$ cat src/led_shutdown_regs.svh
// Register offsets, field positions and reset values
`ifndef LED_SHUTDOWN_REGS_SVH
`define LED_SHUTDOWN_REGS_SVH
`define MAIN_CONTROL_ADDR     8'h00
`define SPREAD_SETUP_ADDR     8'h19
`define SOFT_SHUTDOWN_POS     0
`define SPREAD_RANGE_LSB      0
`define MAIN_CONTROL_RESET    8'h00
`define SPREAD_SETUP_RESET    8'h00
`endif

$ cat src/led_shutdown_pkg.sv
// Types for the shutdown and spread control block
package led_shutdown_pkg;
	typedef enum logic [1:0] {
		SPREAD_5  = 2'b00,
		SPREAD_15 = 2'b01,
		SPREAD_24 = 2'b10,
		SPREAD_34 = 2'b11
	} spread_range_e;
	typedef struct packed {
		logic       wr;
		logic       rd;
		logic [7:0] addr;
		logic [7:0] wdata;
	} reg_req_s;
endpackage

$ cat src/led_shutdown_ctrl.sv
// Shutdown modes and spread spectrum control of the LED driver
// Behaviour
// - Range select field picks one of four spread widths, narrowest to widest.
// - Registers keep their contents in either shutdown mode.
// - Soft shutdown bit cleared enters software shutdown, all sources off.
// - Register access works normally during software shutdown.
// - Shutdown pin low forces hardware shutdown, sources disabled.
// - Shutdown pin high again resumes outputs from retained settings.
// - Pin rising edge resets serial interface state, registers untouched.
// - Register access works while shutdown pin is low.
// - Soft shutdown bit resets to zero; host must write one.
`include "led_shutdown_regs.svh"
module led_shutdown_ctrl
	import led_shutdown_pkg::*;
(
	input  wire logic          clk,
	input  wire logic          arst_n,
	input  wire logic          shutdown_pin_n,
	input  wire reg_req_s      req,
	output logic        [7:0]  rdata,
	output logic               rvalid,
	output logic               spi_reset,
	output logic               current_enable,
	output spread_range_e      spread_range_select
);
	// Pin synchroniser and edge detector
	logic          pin_meta_q;
	logic          pin_meta_d;
	logic          pin_sync_q;
	logic          pin_sync_d;
	logic          pin_prev_q;
	logic          pin_prev_d;
	logic          pin_rise;
	// Register file
	logic          sel_ctrl;
	logic          sel_spread;
	logic [7:0]    ctrl_q;
	logic [7:0]    ctrl_d;
	logic [7:0]    spread_q;
	logic [7:0]    spread_d;
	// Output stage
	logic [7:0]    rdata_d;
	logic          rvalid_d;
	logic          spi_reset_d;
	logic          enable_d;
	spread_range_e range_d;

	// Two flip-flops before the pin is used anywhere
	always_comb
	begin
		pin_meta_d = shutdown_pin_n;
		pin_sync_d = pin_meta_q;
		pin_prev_d = pin_sync_q;
		pin_rise = pin_sync_q && !pin_prev_q;
	end

	always_ff @(posedge clk or negedge arst_n)
	begin
		if (!arst_n)
		begin
			pin_meta_q <= 1'b0;
			pin_sync_q <= 1'b0;
			pin_prev_q <= 1'b0;
		end
		else
		begin
			pin_meta_q <= pin_meta_d;
			pin_sync_q <= pin_sync_d;
			pin_prev_q <= pin_prev_d;
		end
	end

	// Address decode and writes, accepted in every mode
	always_comb
	begin
		sel_ctrl = 1'b0;
		sel_spread = 1'b0;
		if (req.addr == `MAIN_CONTROL_ADDR)
		begin
			sel_ctrl = 1'b1;
		end
		else if (req.addr == `SPREAD_SETUP_ADDR)
		begin
			sel_spread = 1'b1;
		end
		ctrl_d = ctrl_q;
		spread_d = spread_q;
		if (req.wr && sel_ctrl)
		begin
			ctrl_d = req.wdata;
		end
		if (req.wr && sel_spread)
		begin
			spread_d = req.wdata;
		end
	end

	always_ff @(posedge clk or negedge arst_n)
	begin
		if (!arst_n)
		begin
			ctrl_q <= `MAIN_CONTROL_RESET;
			spread_q <= `SPREAD_SETUP_RESET;
		end
		else
		begin
			ctrl_q <= ctrl_d;
			spread_q <= spread_d;
		end
	end

	// Read answer; data holds until the next read
	always_comb
	begin
		rvalid_d = req.rd;
		rdata_d = rdata;
		if (req.rd && sel_ctrl)
		begin
			rdata_d = ctrl_q;
		end
		else if (req.rd && sel_spread)
		begin
			rdata_d = spread_q;
		end
		else if (req.rd)
		begin
			rdata_d = 8'h00;
		end
	end

	always_ff @(posedge clk or negedge arst_n)
	begin
		if (!arst_n)
		begin
			rdata <= 8'h00;
			rvalid <= 1'b0;
		end
		else
		begin
			rdata <= rdata_d;
			rvalid <= rvalid_d;
		end
	end

	// Sources need both the soft bit and the synced pin high
	always_comb
	begin
		spi_reset_d = pin_rise;
		enable_d = 1'b1;
		if (!ctrl_q[`SOFT_SHUTDOWN_POS])
		begin
			enable_d = 1'b0;
		end
		if (!pin_sync_q)
		begin
			enable_d = 1'b0;
		end
		range_d = spread_range_e'(spread_q[`SPREAD_RANGE_LSB +: 2]);
	end

	always_ff @(posedge clk or negedge arst_n)
	begin
		if (!arst_n)
		begin
			spi_reset <= 1'b0;
			current_enable <= 1'b0;
			spread_range_select <= SPREAD_5;
		end
		else
		begin
			spi_reset <= spi_reset_d;
			current_enable <= enable_d;
			spread_range_select <= range_d;
		end
	end

	a_enable_needs_both: assert property (
		@(posedge clk) disable iff (!arst_n)
		current_enable |-> $past(ctrl_q[`SOFT_SHUTDOWN_POS] & pin_sync_q))
		else $error("current enabled without both conditions");
	a_soft_off: assert property (
		@(posedge clk) disable iff (!arst_n)
		!ctrl_q[`SOFT_SHUTDOWN_POS] |=> !current_enable)
		else $error("current on in software shutdown");
	a_pin_low_off: assert property (
		@(posedge clk) disable iff (!arst_n)
		!shutdown_pin_n [*3] |=> !current_enable)
		else $error("current on while pin low");
	a_pin_low_hold: assert property (
		@(posedge clk) disable iff (!arst_n)
		!pin_sync_q |=> !current_enable)
		else $error("current on while synced pin low");
	a_pin_resume: assert property (
		@(posedge clk) disable iff (!arst_n)
		(shutdown_pin_n && ctrl_q[`SOFT_SHUTDOWN_POS]) [*4] |-> current_enable)
		else $error("outputs not resumed");
	a_spi_reset_edge: assert property (
		@(posedge clk) disable iff (!arst_n)
		$rose(pin_sync_q) |=> spi_reset ##1 !spi_reset)
		else $error("serial reset pulse wrong");
	a_spi_reset_single: assert property (
		@(posedge clk) disable iff (!arst_n)
		spi_reset |=> !spi_reset)
		else $error("serial reset pulse too long");
	a_reset_keeps_regs: assert property (
		@(posedge clk) disable iff (!arst_n)
		spi_reset && !req.wr |=> $stable(ctrl_q) && $stable(spread_q))
		else $error("registers changed without write");
	a_unmapped_ignored: assert property (
		@(posedge clk) disable iff (!arst_n)
		req.wr && req.addr != `MAIN_CONTROL_ADDR
		&& req.addr != `SPREAD_SETUP_ADDR |=> $stable(ctrl_q) && $stable(spread_q))
		else $error("unmapped write changed a register");
	a_write_in_shutdown: assert property (
		@(posedge clk) disable iff (!arst_n)
		req.wr && req.addr == `MAIN_CONTROL_ADDR |=> ctrl_q == $past(req.wdata))
		else $error("write lost");
	a_spread_write: assert property (
		@(posedge clk) disable iff (!arst_n)
		req.wr && req.addr == `SPREAD_SETUP_ADDR |=> spread_q == $past(req.wdata))
		else $error("spread write lost");
	a_read_answer: assert property (
		@(posedge clk) disable iff (!arst_n)
		req.rd && req.addr == `SPREAD_SETUP_ADDR && !$past(req.wr)
		|=> rvalid && rdata == $past(spread_q))
		else $error("read answer wrong");
	a_read_control: assert property (
		@(posedge clk) disable iff (!arst_n)
		req.rd && req.addr == `MAIN_CONTROL_ADDR |=> rdata == $past(ctrl_q))
		else $error("control read answer wrong");
	a_no_stray_valid: assert property (
		@(posedge clk) disable iff (!arst_n)
		!req.rd |=> !rvalid)
		else $error("read valid without read");
	a_range_follows: assert property (
		@(posedge clk) disable iff (!arst_n)
		1'b1 |=> spread_range_select == spread_range_e'($past(spread_q[1:0])))
		else $error("range select wrong");

	c_soft_shutdown: cover property (@(posedge clk) $fell(current_enable));
	c_pin_rise: cover property (@(posedge clk) spi_reset);
	c_enable_on: cover property (@(posedge clk) $rose(current_enable));
	c_widest: cover property (@(posedge clk) spread_range_select == SPREAD_34);
endmodule

$ cat config.mk
export PLATFORM = sky130hd
export DESIGN_NAME = led_shutdown_ctrl
export DESIGN_NICKNAME = d
export VERILOG_FILES = /design/src/led_shutdown_pkg.sv /design/src/led_shutdown_ctrl.sv
export VERILOG_INCLUDE_DIRS = /design/src
export SDC_FILE = /design/constraint.sdc
export NUM_CORES = 1
export LEC_CHECK = 0
export BUFFER_PORTS_ARGS = -buffer_cell sky130_fd_sc_hd__buf_4
export CORE_AREA = 2 2 53 55
export CTS_CLUSTER_DIAMETER = 60
export CTS_CLUSTER_SIZE = 24
export DETAILED_ROUTE_END_ITERATION = 10
export DIE_AREA = 0 0 55 57
export PLACE_DENSITY = 0.74
export SLEW_MARGIN = 25
export SYNTH_ARGS = -nofsm -noshare
export SYNTH_HDL_FRONTEND = slang
export SYNTH_SLANG_ARGS = --single-unit
export TNS_END_PERCENT = 30
$ cat constraint.sdc
create_clock -name clk -period 0.9 [get_ports clk]
set_clock_uncertainty 0.05 [all_clocks]
set_input_delay 0.09 -clock clk [delete_from_list [all_inputs] [get_ports clk]]
set_output_delay 0.09 -clock clk [all_outputs]
set_load 0.05 [all_outputs]
Word-level counts from Yosys, hierarchy flattened --
Cells that the tools add are included.
Operators by class: mux-type cells 8, reductions and logical operators 8, equality and inequality tests 1
Operator list (number):
- 2-to-1 mux 8 bit | 3
- == test 8 x 5 -> 1 bit, second input constant | 1
- zero test 8 bit | 1
- logical AND 1 bit | 5
- 2-to-1 mux 1 bit | 5
- nonzero test 3 bit | 1
- zero test 1 bit | 1
Storage, ports and cells: flip-flop bits (word level) 32, input bits 21, output and inout port bits 13

Depth between registers and ports, before layout --
Gate-level depths: netlist of the first run.
word-level depth 6, gate-level depth with buffers 4, mapped depth without buffers 3

Worst setup path after synthesis of the first run --
OpenSTA, ideal clock, no wires.
path type input to register, from in req[9] in the netlist's numbering, to reg ctrl_q[0], setup slack -240 ps, buffers on the path 0, stages on the path 3, required time 725 ps, arrival time 965 ps, cells stage by stage nor4_4 > nand3_4 > mux2_2
On the way: word-level cells in the longest chain between the ends 3
RTL lines:
- from (decl) | RTL line led_shutdown_ctrl.sv:19 | input wire reg_req_s req,
- zero test 8 bit (no line)
- 2-to-1 mux 1 bit | RTL line led_shutdown_ctrl.sv:78 | if (req.addr == `MAIN_CONTROL_ADDR)
- logical AND 1 bit | RTL line led_shutdown_ctrl.sv:88 | if (req.wr && sel_ctrl)
- to (signal assigned) | RTL line led_shutdown_ctrl.sv:102 | ctrl_q <= `MAIN_CONTROL_RESET;
- to (signal assigned) | RTL line led_shutdown_ctrl.sv:107 | ctrl_q <= ctrl_d;
- to (decl) | RTL line led_shutdown_ctrl.sv:37 | logic [7:0] ctrl_q;
No other way between the ends. A chain may end at the register's enable or synchronous reset.

Worst setup path in the final report of the first run --
from reg rdata[2], to out rdata[2]
RTL lines:
- from (decl) | RTL line led_shutdown_ctrl.sv:20 | output logic [7:0] rdata,
- from (signal assigned) | RTL line led_shutdown_ctrl.sv:140 | rdata <= rdata_d;
No word-level cell between the ends.

==> results of run 1 <==
==> logic make-up after synthesis <==
group | share of synthesized area
simple gates | 0.0888
flops | 0.646
buf+inv | 0.0313
mux | 0.145
compound gates | 0.0888
==> cell usage in the layout, fill, tap and decap left out <==
master,count
inv_1,8
buf_6,13
a22oi_2,1
dlymetal6s4s_1,1
and3_1,1
o22ai_1,8
buf_4,28
clkbuf_4,5
nor4_4,1
nor3_4,1
nor2b_1,1
mux2_2,16
a22oi_1,7
dlygate4sd3_1,10
and2_1,1
and2b_1,1
nand3b_2,1
clkbuf_8,2
dfrtp_1,32
nand3_4,2
==> routing by layer <==
layer  vias to the layer above  GRT usage  routed length, microns
li1                        414          -                       -
met1                       441      0.198                     982
met2                        26      0.315                    1410
met3                         4     0.0707                     118
met4                         0     0.0836                      38
met5                         -          0                       0
==> flip-flops by register name, summed over array words and instances, names as in the netlist <==
signal               count
ctrl_q                   8
rdata                    8
current_enable           1
pin_prev_d               1
spi_reset                1
pin_meta_q               1
spread_q                 8
rvalid                   1
spread_range_select      2
pin_prev_q               1
==> what timing repair did <==
| action | 4_1_cts | 5_1_grt |
|---|---|---|
| gates resized for setup | 13 | 2 |
| hold endpoints to repair | 58 | 0 |
| setup endpoints to repair | 29 | 37 |
| buffers inserted | 2 | 3 |
| hold buffers | 11 | 0 |
==> power by group through the flow <==
stage	clock (mW)	sequential, mW	combinational (mW)
floorplan	0	1.57	0.0678
detailed placement	0	1.54	0.247
global route	0.977	1.52	0.313
finish	0.884	1.52	0.291
global placement	0	1.54	0.241
CTS	0.918	1.51	0.292
==> cell type report <==
cell class	count	area (sq um)	share of cell area
flip-flops and latches	32	801	0.443
repair buffers	52	469	0.259
multi-input cells	41	405	0.224
clock buffers	7	65.1	0.0360
well taps	31	38.8	0.0214
inverters	8	30.0	0.0166
==> worst min-delay path by stage <==
stage / startpoint / endpoint / slack [ns] / cells after the start
5_1_grt: req[16] / rdata[6]$_DFFE_PN0P_ / 0.14 / 3
4_1_cts: req[10] / rdata[6]$_DFFE_PN0P_ / 0.13 / 3
6_report: req[10] / rdata[3]$_DFFE_PN0P_ / 0.13 / 3
2_1_floorplan: arst_n / ctrl_q[0]$_DFFE_PN0P_ / -0.26 / 0
3_3_place_gp: arst_n / pin_meta_q$_DFF_PN0_ / -0.01 / 1
3_5_place_dp: arst_n / spread_q[1]$_DFFE_PN0P_ / -0.005 / 1
==> through the flow <==
stage / hold WS (ns) / worst slack, ns / TNS (ns)
5_1_grt: 0.137 / -0.178 / -2.74
6_report: 0.134 / -0.141 / -1.92
3_3_place_gp: -0.0137 / -0.376 / -7.66
2_1_floorplan: -0.256 / -0.240 / -4.41
4_1_cts: 0.127 / -0.160 / -2.07
3_5_place_dp: -0.00464 / -0.380 / -7.89
==> reports/summary.log, run 1 <==
INFO  run_status     outcome=finished with violations
INFO  run_status     failed_checks=setup timing
INFO  worst_setup_path crit_path_start=rdata[2]$_DFFE_PN0P_
INFO  worst_setup_path worstPathCellList=buf_6
INFO  logic_synthesis yosysWarnings=0
INFO  worst_setup_path critical_path_fanout_max=2
INFO  floorplan      chipWidth=55microns
INFO  floorplan      io-pin-count=34
INFO  drt            dr.first_iter.drc_count=9
INFO  drt            routedWlPerCell=14.9microns
INFO  global_routing first_global_vias=895
INFO  floorplan      initial_utilization=0.474
INFO  drt            final_antenna_net_count=0
INFO  clock_tree     tritoncts_clock_tree=done
INFO  drt            remaining_drc_errors=0
INFO  timing         endpoints_failing_setup=29
INFO  worst_setup_path cp_top_family=flip-flops
INFO  logic_synthesis synth.avg_cell_area=14.9squm
INFO  place          gp_congestion=0.703
INFO  clock_tree     htreeDepth=2
INFO  worst_setup_path slowest_delay=0.41ns
INFO  worst_setup_path reg2reg_to=rdata[0]$_DFFE_PN0P_
INFO  logic_synthesis post-synth-top-count-cell=dfrtp_1
INFO  timing         final_hold_viol_count=0
INFO  hold_path      hold_class=in2reg
INFO  floorplan      dieArea=3140squm
INFO  floorplan      die_height=57microns
INFO  logic_synthesis cell_area_after_synthesis=1240squm
INFO  drt            via_count=885
INFO  timing         final_period_minus_worst_setup_slack=1.04ns
INFO  timing         maxClockFrequency=961MHz
INFO  worst_setup_path reg2reg_from=spread_q[0]$_DFFE_PN0P_
INFO  power          power.sequential.fraction=0.563
INFO  place          placed_cells=148
INFO  logic_synthesis primary_ff_master_synth=dfrtp_1
INFO  finish         area_delta_synth_final=45.9%
INFO  global_routing grt_antenna_before_repair=0
INFO  power          power.static_leakage=0.879nW
INFO  finish         fillers=181
INFO  logic_synthesis synth.top_cells.by_area=dfrtp_1 (65%), mux2_2 (15%), a22oi_1 (4.8%), o22ai_1 (4.0%), nand3_4 (2.8%)
INFO  global_routing grt.total_usage=0.185
INFO  clock_tree     insertion_delay=0.32ns
INFO  run            max_cap_viol_count=0
INFO  logic_synthesis async_reset_ff_frac=1.00
INFO  global_routing wire_length_of_the_first_global_routing_pass=3920microns
INFO  worst_setup_path cp.required=0.76ns
INFO  logic_synthesis synth_cell_types=15
INFO  floorplan      core=2620squm
INFO  worst_setup_path critPathCaptureType=primary output
INFO  finish         final_cell_count_no_fill=171
INFO  finish         finalInstanceArea=1810squm
INFO  power          power.switching_fraction=0.226
INFO  power          cell_internal_pwr=2.08mW
INFO  finish         num-nets-final=161
INFO  logic_synthesis yosys.area.top_type=dfrtp_1
INFO  worst_setup_path end_of_the_critical_path=rdata[2]
INFO  logic_synthesis synthesized_net_count=104
INFO  timing         timing.final.ws_setup=-0.141ns
INFO  power          peak_vdd_ir=1.23mV
INFO  timing         rsz0062_at_grt=true
INFO  drt            first_pass_iters=4
INFO  timing         tightestPinTransition=0.399ns
INFO  power          switchingPower=608uW
INFO  worst_setup_path crit_cells=1
INFO  worst_setup_path startpoint_type=flop
INFO  place          buffer_ports.inserted=33
INFO  clock_tree     cts_inserted_buffers=5
INFO  clock_tree     buffers_from_clock_root_to_sink_at_most=2
INFO  place          postPlaceCellArea=1540squm
INFO  clock_tree     cts.root.buffer_cell=clkbuf_4
INFO  finish         num_antenna_cells=0
INFO  clock_tree     tritoncts_num_sinks=32
INFO  power          power=2.69mW
INFO  logic_synthesis synth_edf_count=0
INFO  timing         final_min_period_over_clock_period=1.16
INFO  logic_synthesis synth_top_area_frac=0.646
INFO  finish         postLayoutCoreUtil=0.692
INFO  global_routing overflow=0
INFO  timing         timing.final.max_slew_violations=0
INFO  logic_synthesis synthCells=83
INFO  logic_synthesis post_synth_most_frequent_cells=dfrtp_1 (32), mux2_2 (16), a22oi_1 (8), inv_1 (8), o22ai_1 (8)
INFO  global_routing grt_max_degree=33
INFO  worst_setup_path critical_path_class=reg2out
INFO  finish         fraction_of_final_layout_cells_with_drive_strength_greater_than_1=0.500
INFO  timing         max-slew-margin-rel=0.734
INFO  logic_synthesis seq_area_frac_synth=0.646
INFO  power          power_frac_clock=0.329
INFO  drt            route.detailed.vias_per_inst=5.18
INFO  worst_setup_path cp_data_arrival_time=0.90ns
INFO  worst_setup_path reg2reg_slack=0.06ns
INFO  logic_synthesis yosys_register_bits=32
INFO  clock_tree     clk_transition_reported_paths=0.10ns
INFO  power          power.density=1490nW/um^2
INFO  worst_setup_path timing.critical_path.buf_inv=1
INFO  floorplan      fp-row-count=19
INFO  worst_setup_path crit_slowest_cell=dfrtp_1
INFO  power          comb_power_share=0.108
INFO  drt            detail_route.wirelength=2550microns
INFO  worst_setup_path timing.reg2reg.worst_path_depth=2
No activity file was read; power rests on OpenSTA's default activity.
==> inputs of run 2 (changes only) <==
Settings changed: CORE_AREA 2 2 53 55 to 2 2 54 56, DIE_AREA 0 0 55 57 to 0 0 56 58, PLACE_DENSITY 0.74 to 0.72.
==> run 2 against run 1 <==
The run still ends with setup timing left. Clock power about the same. Worst hold slack better by 0.015 ns. Final area up 1.2%. Critical path depth unchanged. Cell count unchanged. First-iteration DRC count down 11%. Register-to-register slack worse by 0.02 ns. Critical path type unchanged. Largest power group unchanged.
==> reports/summary.log, run 2 (same netlist as run 1, synthesis figures left out) <==
INFO  finish         final_common_cell=dfrtp_1
INFO  run_status     failed_checks=setup timing
INFO  clock_tree     tritoncts_num_sinks=32 [unchanged]
INFO  worst_setup_path slowest_delay=0.41ns [about the same]
INFO  power          peak_vdd_ir=1.25mV [+1.9%]
INFO  finish         seqCellArea=801squm [unchanged]
INFO  power          power.static_leakage=0.861nW [-2.0%]
INFO  worst_setup_path timing.critical_path.buf_inv=1 [unchanged]
INFO  drt            final_antenna_net_count=0 [unchanged]
INFO  drt            dr.first_iter.drc_count=8 [-1]
INFO  global_routing grt_antenna_before_repair=0 [unchanged]
INFO  worst_setup_path reg2reg_slack=0.04ns [-0.02 ns]
INFO  clock_tree     tritoncts_clock_tree=done
INFO  worst_setup_path end_of_the_critical_path=rdata[1]
INFO  clock_tree     cts.root.buffer_cell=clkbuf_4
INFO  worst_setup_path reg2reg_from=ctrl_q[0]$_DFFE_PN0P_
INFO  timing         endpoints_failing_setup=27 [-6.9%]
INFO  drt            remaining_drc_errors=0 [unchanged]
INFO  finish         final_cell_count_no_fill=171 [unchanged]
INFO  worst_setup_path cp.required=0.76ns [about the same]
INFO  power          power=2.70mW [+0.27%]
INFO  floorplan      core=2660squm [+1.8%]
INFO  drt            detail_route.wirelength=2520microns [-1.3%]
INFO  power          power.density=1470nW/um^2 [-0.97%]
INFO  finish         num-nets-final=160 [-0.62%]
INFO  clock_tree     buffers_from_clock_root_to_sink_at_most=2 [unchanged]
INFO  timing         max-slew-margin-rel=0.736 [+0.00227]
INFO  worst_setup_path crit_path_start=rdata[1]$_DFFE_PN0P_
INFO  floorplan      initial_utilization=0.466 [-0.00847]
INFO  clock_tree     clk_transition_reported_paths=0.10ns [about the same]
INFO  clock_tree     insertion_delay=0.33ns [about the same]
INFO  hold_path      hold_class=in2reg
INFO  finish         area_delta_synth_final=47.7%
INFO  global_routing grt_max_degree=33 [unchanged]
INFO  timing         rsz0062_at_grt=true
INFO  finish         most-common-layout-cells=dfrtp_1 (32), buf_4 (26), mux2_2 (16), buf_6 (14), dlygate4sd3_1 (11)
INFO  floorplan      io-pin-count=34 [unchanged]
INFO  finish         fillers=204 [+13%]
INFO  drt            route.detailed.vias_per_inst=5.21 [+0.68%]
INFO  global_routing overflow=0 [unchanged]
INFO  floorplan      die_height=58microns [+1.8%]
INFO  drt            routedWlPerCell=14.7microns [-1.3%]
INFO  worst_setup_path crit_cells=1 [unchanged]
INFO  timing         final_period_minus_worst_setup_slack=1.04ns [-0.00451 ns]
INFO  worst_setup_path worstPathCellList=buf_6
INFO  place          placed_cells=149 [+0.68%]
INFO  worst_setup_path crit_slowest_cell=dfrtp_1
INFO  timing         tightestPinTransition=0.395ns [-0.00340 ns]
INFO  worst_setup_path startpoint_type=flop
INFO  place          gp_congestion=0.744 [+5.9%]
INFO  place          hpwl=1690microns
INFO  floorplan      chipWidth=56microns [+1.8%]
INFO  timing         timing.final.ws_setup=-0.136ns [+0.00451 ns]
INFO  clock_tree     cts_inserted_buffers=5 [unchanged]
INFO  timing         timing.final.max_slew_violations=0 [unchanged]
INFO  drt            via_count=891 [+0.68%]
INFO  worst_setup_path cp_top_family=flip-flops
INFO  place          buffer_ports.inserted=33 [unchanged]
INFO  worst_setup_path critical_path_fanout_max=2 [unchanged]
INFO  drt            first_pass_iters=4 [unchanged]
INFO  global_routing first_global_vias=915 [+2.2%]
INFO  global_routing wire_length_of_the_first_global_routing_pass=4130microns [+5.5%]
INFO  timing         fin_worst_hold_slack=0.149ns [+0.0151 ns]
INFO  global_routing grt.total_usage=0.173 [-0.0121]
INFO  finish         multi_input_comb_area=433squm [+6.8%]
INFO  run_status     outcome=finished with violations
INFO  timing         maxClockFrequency=965MHz [+0.44%]
INFO  worst_setup_path timing.reg2reg.worst_path_depth=1 [-1]
INFO  worst_setup_path reg2reg_to=ctrl_q[0]$_DFFE_PN0P_
INFO  floorplan      fp-row-count=19 [unchanged]
INFO  run            max_cap_viol_count=0 [unchanged]
INFO  clock_tree     htreeDepth=2 [unchanged]
INFO  worst_setup_path cp_data_arrival_time=0.90ns [about the same]
INFO  finish         biggestRegsByFlops=ctrl_q: 8 flops, rdata: 8 flops, spread_q: 8 flops
INFO  finish         fraction_of_final_layout_cells_with_drive_strength_greater_than_1=0.536 [+0.0357]
INFO  worst_setup_path critPathCaptureType=primary output
INFO  worst_setup_path critical_path_class=reg2out
INFO  timing         final_hold_viol_count=0 [unchanged]
INFO  finish         num_antenna_cells=0 [unchanged]
INFO  timing         final_min_period_over_clock_period=1.15 [-0.00502]
INFO  floorplan      dieArea=3250squm [+3.6%]
run 2: cell count changes in the layout (fill, tap and decap cells not counted), sizes merged:
cell,delta
dlymetal6s4s,-1
dlygate4sd3,+1
clkbuf,-1
buf,-1
clkinvlp,+2
run 2: through the flow:
stage	instance area [sq um]	util	TNS [ns]	worst slack (ns)
after floorplan	1240	-	-4.41	-0.240
after global routing	1830	0.688	-2.92	-0.176
final	1830	0.688	-1.79	-0.136
after global placement	1550	0.581	-7.59	-0.362
after CTS	1790	0.672	-2.02	-0.155
after detailed placement	1550	0.581	-8.26	-0.400
run 2: worst min-delay path by stage:
| stage | cells past startpoint | to | slack (ns) | from |
|---|---|---|---|---|
| after global routing | 3 | rdata[7]$_DFFE_PN0P_ | 0.16 | req[10] |
| after floorplan | 0 | ctrl_q[0]$_DFFE_PN0P_ | -0.26 | arst_n |
| final | 3 | rdata[0]$_DFFE_PN0P_ | 0.15 | req[10] |
| after global placement | 1 | ctrl_q[3]$_DFFE_PN0P_ | -0.01 | arst_n |
| after CTS | 3 | rdata[6]$_DFFE_PN0P_ | 0.13 | req[10] |
| after detailed placement | 1 | ctrl_q[3]$_DFFE_PN0P_ | -0.001 | arst_n |
run 2: cell type report:
| class | count | area share |
|---|---|---|
| Clock buffer | 6 | 0.0280 |
| Tap cell | 31 | 0.0212 |
| Multi-Input combinational cell | 41 | 0.236 |
| Clock inverter | 2 | 0.00820 |
| Inverter | 8 | 0.0164 |
| Sequential cell | 32 | 0.437 |
| Timing Repair Buffer | 51 | 0.253 |
run 2: where the power goes:
part / internal (mW) / total (mW) / switching (mW)
combinational: 0.157 / 0.300 / 0.143
clock: 0.379 / 0.881 / 0.502
sequential: 1.49 / 1.52 / 0.0281
run 2: repair_timing:
action / in CTS / in global routing
resized for setup: 13 / 7
setup endpoints to repair: 24 / 36
cloned: 0 / 0
buffers inserted: 2 / 1
hold buffers: 11 / 0
hold endpoints to repair: 50 / 0
pin swaps: 0 / 0
run 2: layer usage:
layer,GRT usage,vias up,routed length (microns)
met1,0.197,449,1000
met4,0.0918,0,48
met5,0,-,0
met3,0.0491,6,85
li1,-,416,-
met2,0.299,20,1380
==> inputs of run 3 (changes only) <==
Settings changed: TNS_END_PERCENT 30 to default.
Clock period 0.9 ns to 1.3 ns, I/O delays scaled along.
==> run 3 against run 2 <==
Critical path depth did not move. First-iteration DRC count is 13% higher. The flow now finishes without violations. Non-clock buffer count shrank 4. Largest power group unchanged. Global-route usage shrank 0.18 points.
==> reports/summary.log, run 3 (same netlist as run 1, synthesis figures left out) <==
INFO  run_status     outcome=complete, no violations
INFO  worst_setup_path cp.required=1.12ns [+0.36 ns]
INFO  worst_setup_path worstPathCellList=buf_4
INFO  finish         most-common-layout-cells=buf_4 (36), dfrtp_1 (32), mux2_2 (16), dlygate4sd3_1 (11)
INFO  timing         final_hold_viol_count=0 [unchanged]
INFO  finish         seqCellArea=801squm [unchanged]
INFO  worst_setup_path slowest_delay=0.40ns [about the same]
INFO  finish         multi_input_comb_area=400squm [-7.5%]
INFO  finish         area_delta_synth_final=37.1%
INFO  power          power.density=1040nW/um^2 [-29%]
INFO  global_routing overflow=0 [unchanged]
INFO  clock_tree     tritoncts_num_sinks=32 [unchanged]
INFO  worst_setup_path crit_slowest_cell=dfrtp_1
INFO  timing         maxClockFrequency=911MHz
INFO  clock_tree     htreeDepth=2 [unchanged]
INFO  timing         endpoints_failing_setup=0 [-100%]
INFO  finish         fillers=216 [+5.9%]
INFO  drt            route.detailed.vias_per_inst=5.12 [-1.7%]
INFO  global_routing wire_length_of_the_first_global_routing_pass=4150microns [+0.31%]
INFO  timing         tightestPinTransition=0.383ns [-0.0121 ns]
INFO  clock_tree     cts_inserted_buffers=5 [unchanged]
INFO  floorplan      initial_utilization=0.466 [unchanged]
INFO  timing         max-slew-margin-rel=0.744 [+0.00810]
INFO  hold_path      min_delay_path_depth=3 [unchanged]
INFO  place          buffer_ports.inserted=33 [unchanged]
INFO  timing         timing.final.max_slew_violations=0 [unchanged]
INFO  power          power=1.77mW [-34%]
INFO  worst_setup_path critical_path_class=reg2out
INFO  timing         setup_tns_final=0ns [+1.79 ns]
INFO  hold_path      hold_class=in2reg
INFO  timing         final_min_period_over_clock_period=0.845
INFO  finish         final_common_cell=buf_4
INFO  finish         final_cell_count_no_fill=166 [-2.9%]
INFO  timing         fin_worst_hold_slack=0.188ns [+0.0387 ns]
INFO  drt            detail_route.wirelength=2410microns [-4.4%]
INFO  global_routing grt.total_usage=0.171 [-0.00185]
INFO  timing         final_period_minus_worst_setup_slack=1.10ns
INFO  power          power.static_leakage=0.822nW [-4.6%]
INFO  drt            first_pass_iters=4 [unchanged]
INFO  clock_tree     clk_transition_reported_paths=0.10ns [about the same]
INFO  worst_setup_path crit_cells=1 [unchanged]
INFO  global_routing first_global_vias=927 [+1.3%]
INFO  run            max_cap_viol_count=0 [unchanged]
INFO  worst_setup_path timing.reg2reg.worst_path_depth=2 [+1]
INFO  floorplan      dieArea=3250squm [unchanged]
INFO  place          gp_congestion=0.743 [-0.11%]
INFO  floorplan      fp-row-count=19 [unchanged]
INFO  finish         postLayoutCoreUtil=0.639 [-0.0493]
INFO  place          hpwl=1650microns [-2.1%]
INFO  worst_setup_path startpoint_type=flop
INFO  clock_tree     cts.root.buffer_cell=clkbuf_4
INFO  worst_setup_path critical_path_fanout_max=2 [unchanged]
INFO  global_routing grt_max_degree=33 [unchanged]
INFO  drt            dr.first_iter.drc_count=9 [+1]
INFO  worst_setup_path timing.critical_path.buf_inv=1 [unchanged]
INFO  drt            remaining_drc_errors=0 [unchanged]
INFO  clock_tree     buffers_from_clock_root_to_sink_at_most=2 [unchanged]
INFO  power          peak_vdd_ir=0.880mV [-30%]
INFO  finish         fraction_of_final_layout_cells_with_drive_strength_greater_than_1=0.474 [-0.0616]
INFO  clock_tree     tritoncts_clock_tree=done
INFO  drt            via_count=850 [-4.6%]
INFO  worst_setup_path cp_top_family=flip-flops
INFO  place          placed_cells=148 [-0.67%]
INFO  floorplan      core=2660squm [unchanged]
INFO  worst_setup_path reg2reg_from=spread_q[2]$_DFFE_PN0P_
INFO  timing         rsz0062_at_grt=false
INFO  worst_setup_path crit_path_start=rdata[7]$_DFFE_PN0P_
INFO  global_routing grt_antenna_before_repair=0 [unchanged]
INFO  floorplan      io-pin-count=34 [unchanged]
INFO  drt            final_antenna_net_count=0 [unchanged]
INFO  drt            routedWlPerCell=14.5microns [-1.6%]
INFO  finish         biggestRegsByFlops=ctrl_q: 8 flops, rdata: 8 flops, spread_q: 8 flops
INFO  worst_setup_path cp_data_arrival_time=0.92ns [+0.02 ns]
INFO  floorplan      chipWidth=56microns [unchanged]
INFO  clock_tree     insertion_delay=0.33ns [about the same]
INFO  finish         num-nets-final=156 [-2.5%]
INFO  floorplan      die_height=58microns [unchanged]
INFO  hold_path      holdCritStartpoint=req[10]
INFO  finish         num_antenna_cells=0 [unchanged]
INFO  worst_setup_path critPathCaptureType=primary output
run 3: cell types whose count changed in the layout (fill, tap and decap cells not counted):
cell / change
o22ai_2: -2
clkinv_2: +1
o22ai_1: +2
clkinvlp_4: -1
a22oi_1: +4
clkbuf_8: -1
buf_6: -14
a22oi_2: -4
buf_4: +10
run 3: routing by layer:
layer / track usage / share of wire / wire, microns
met2: 0.301 / 0.54 / 1300
met3: 0.0603 / 0.047 / 112
met5: 0 / 0 / 0
met1: 0.196 / 0.40 / 963
met4: 0.0612 / 0.014 / 33
run 3: worst paths after layout:
| check | to | slack [ns] |
|---|---|---|
| max | rdata[7] | 0.20 |
| min in group asynchronous | spread_q[4]$_DFFE_PN0P_ | 0.21 |
| max in group asynchronous | spread_range_select[1]$_DFF_PN0_ | 0.71 |
| min | rdata[6]$_DFFE_PN0P_ | 0.19 |
| min reg2reg | pin_prev_d$_DFF_PN0_ | 0.32 |
| max reg2reg | rdata[2]$_DFFE_PN0P_ | 0.45 |
run 3: metrics by stage:
| step | cell area (sq um) | worst slack, ns |
|---|---|---|
| floorplan | 1240 | 0.120 |
| global placement | 1540 | 0.00239 |
| detailed placement | 1540 | -0.0263 |
| CTS | 1700 | 0.189 |
| global route | 1700 | 0.160 |
| finish | 1700 | 0.202 |
run 3: final cells by class:
cell class	instances	share of cell area
clock inverter	2	0.00736
timing repair buffer	47	0.224
multi-input combinational	41	0.235
tap	31	0.0228
clock buffer	5	0.0221
sequential	32	0.471
inverter	8	0.0177
run 3: repair_timing:
action / CTS / global route
gates resized for setup: 0 / 0
hold buffers: 11 / 0
setup buffers: 0 / 0
endpoints found under the hold margin: 50 / 0
run 3: report_power, final:
group / internal, mW / switching (mW) / total [mW]
combinational: 0.100 / 0.0951 / 0.195
clock: 0.197 / 0.331 / 0.528
sequential: 1.03 / 0.0162 / 1.05
total: 1.33 / 0.442 / 1.77
run 3: worst reg2reg max path, stage by stage (launching register included):
cell     delay (ns)
dfrtp_1        0.39
a22oi_1        0.20
o22ai_1        0.10
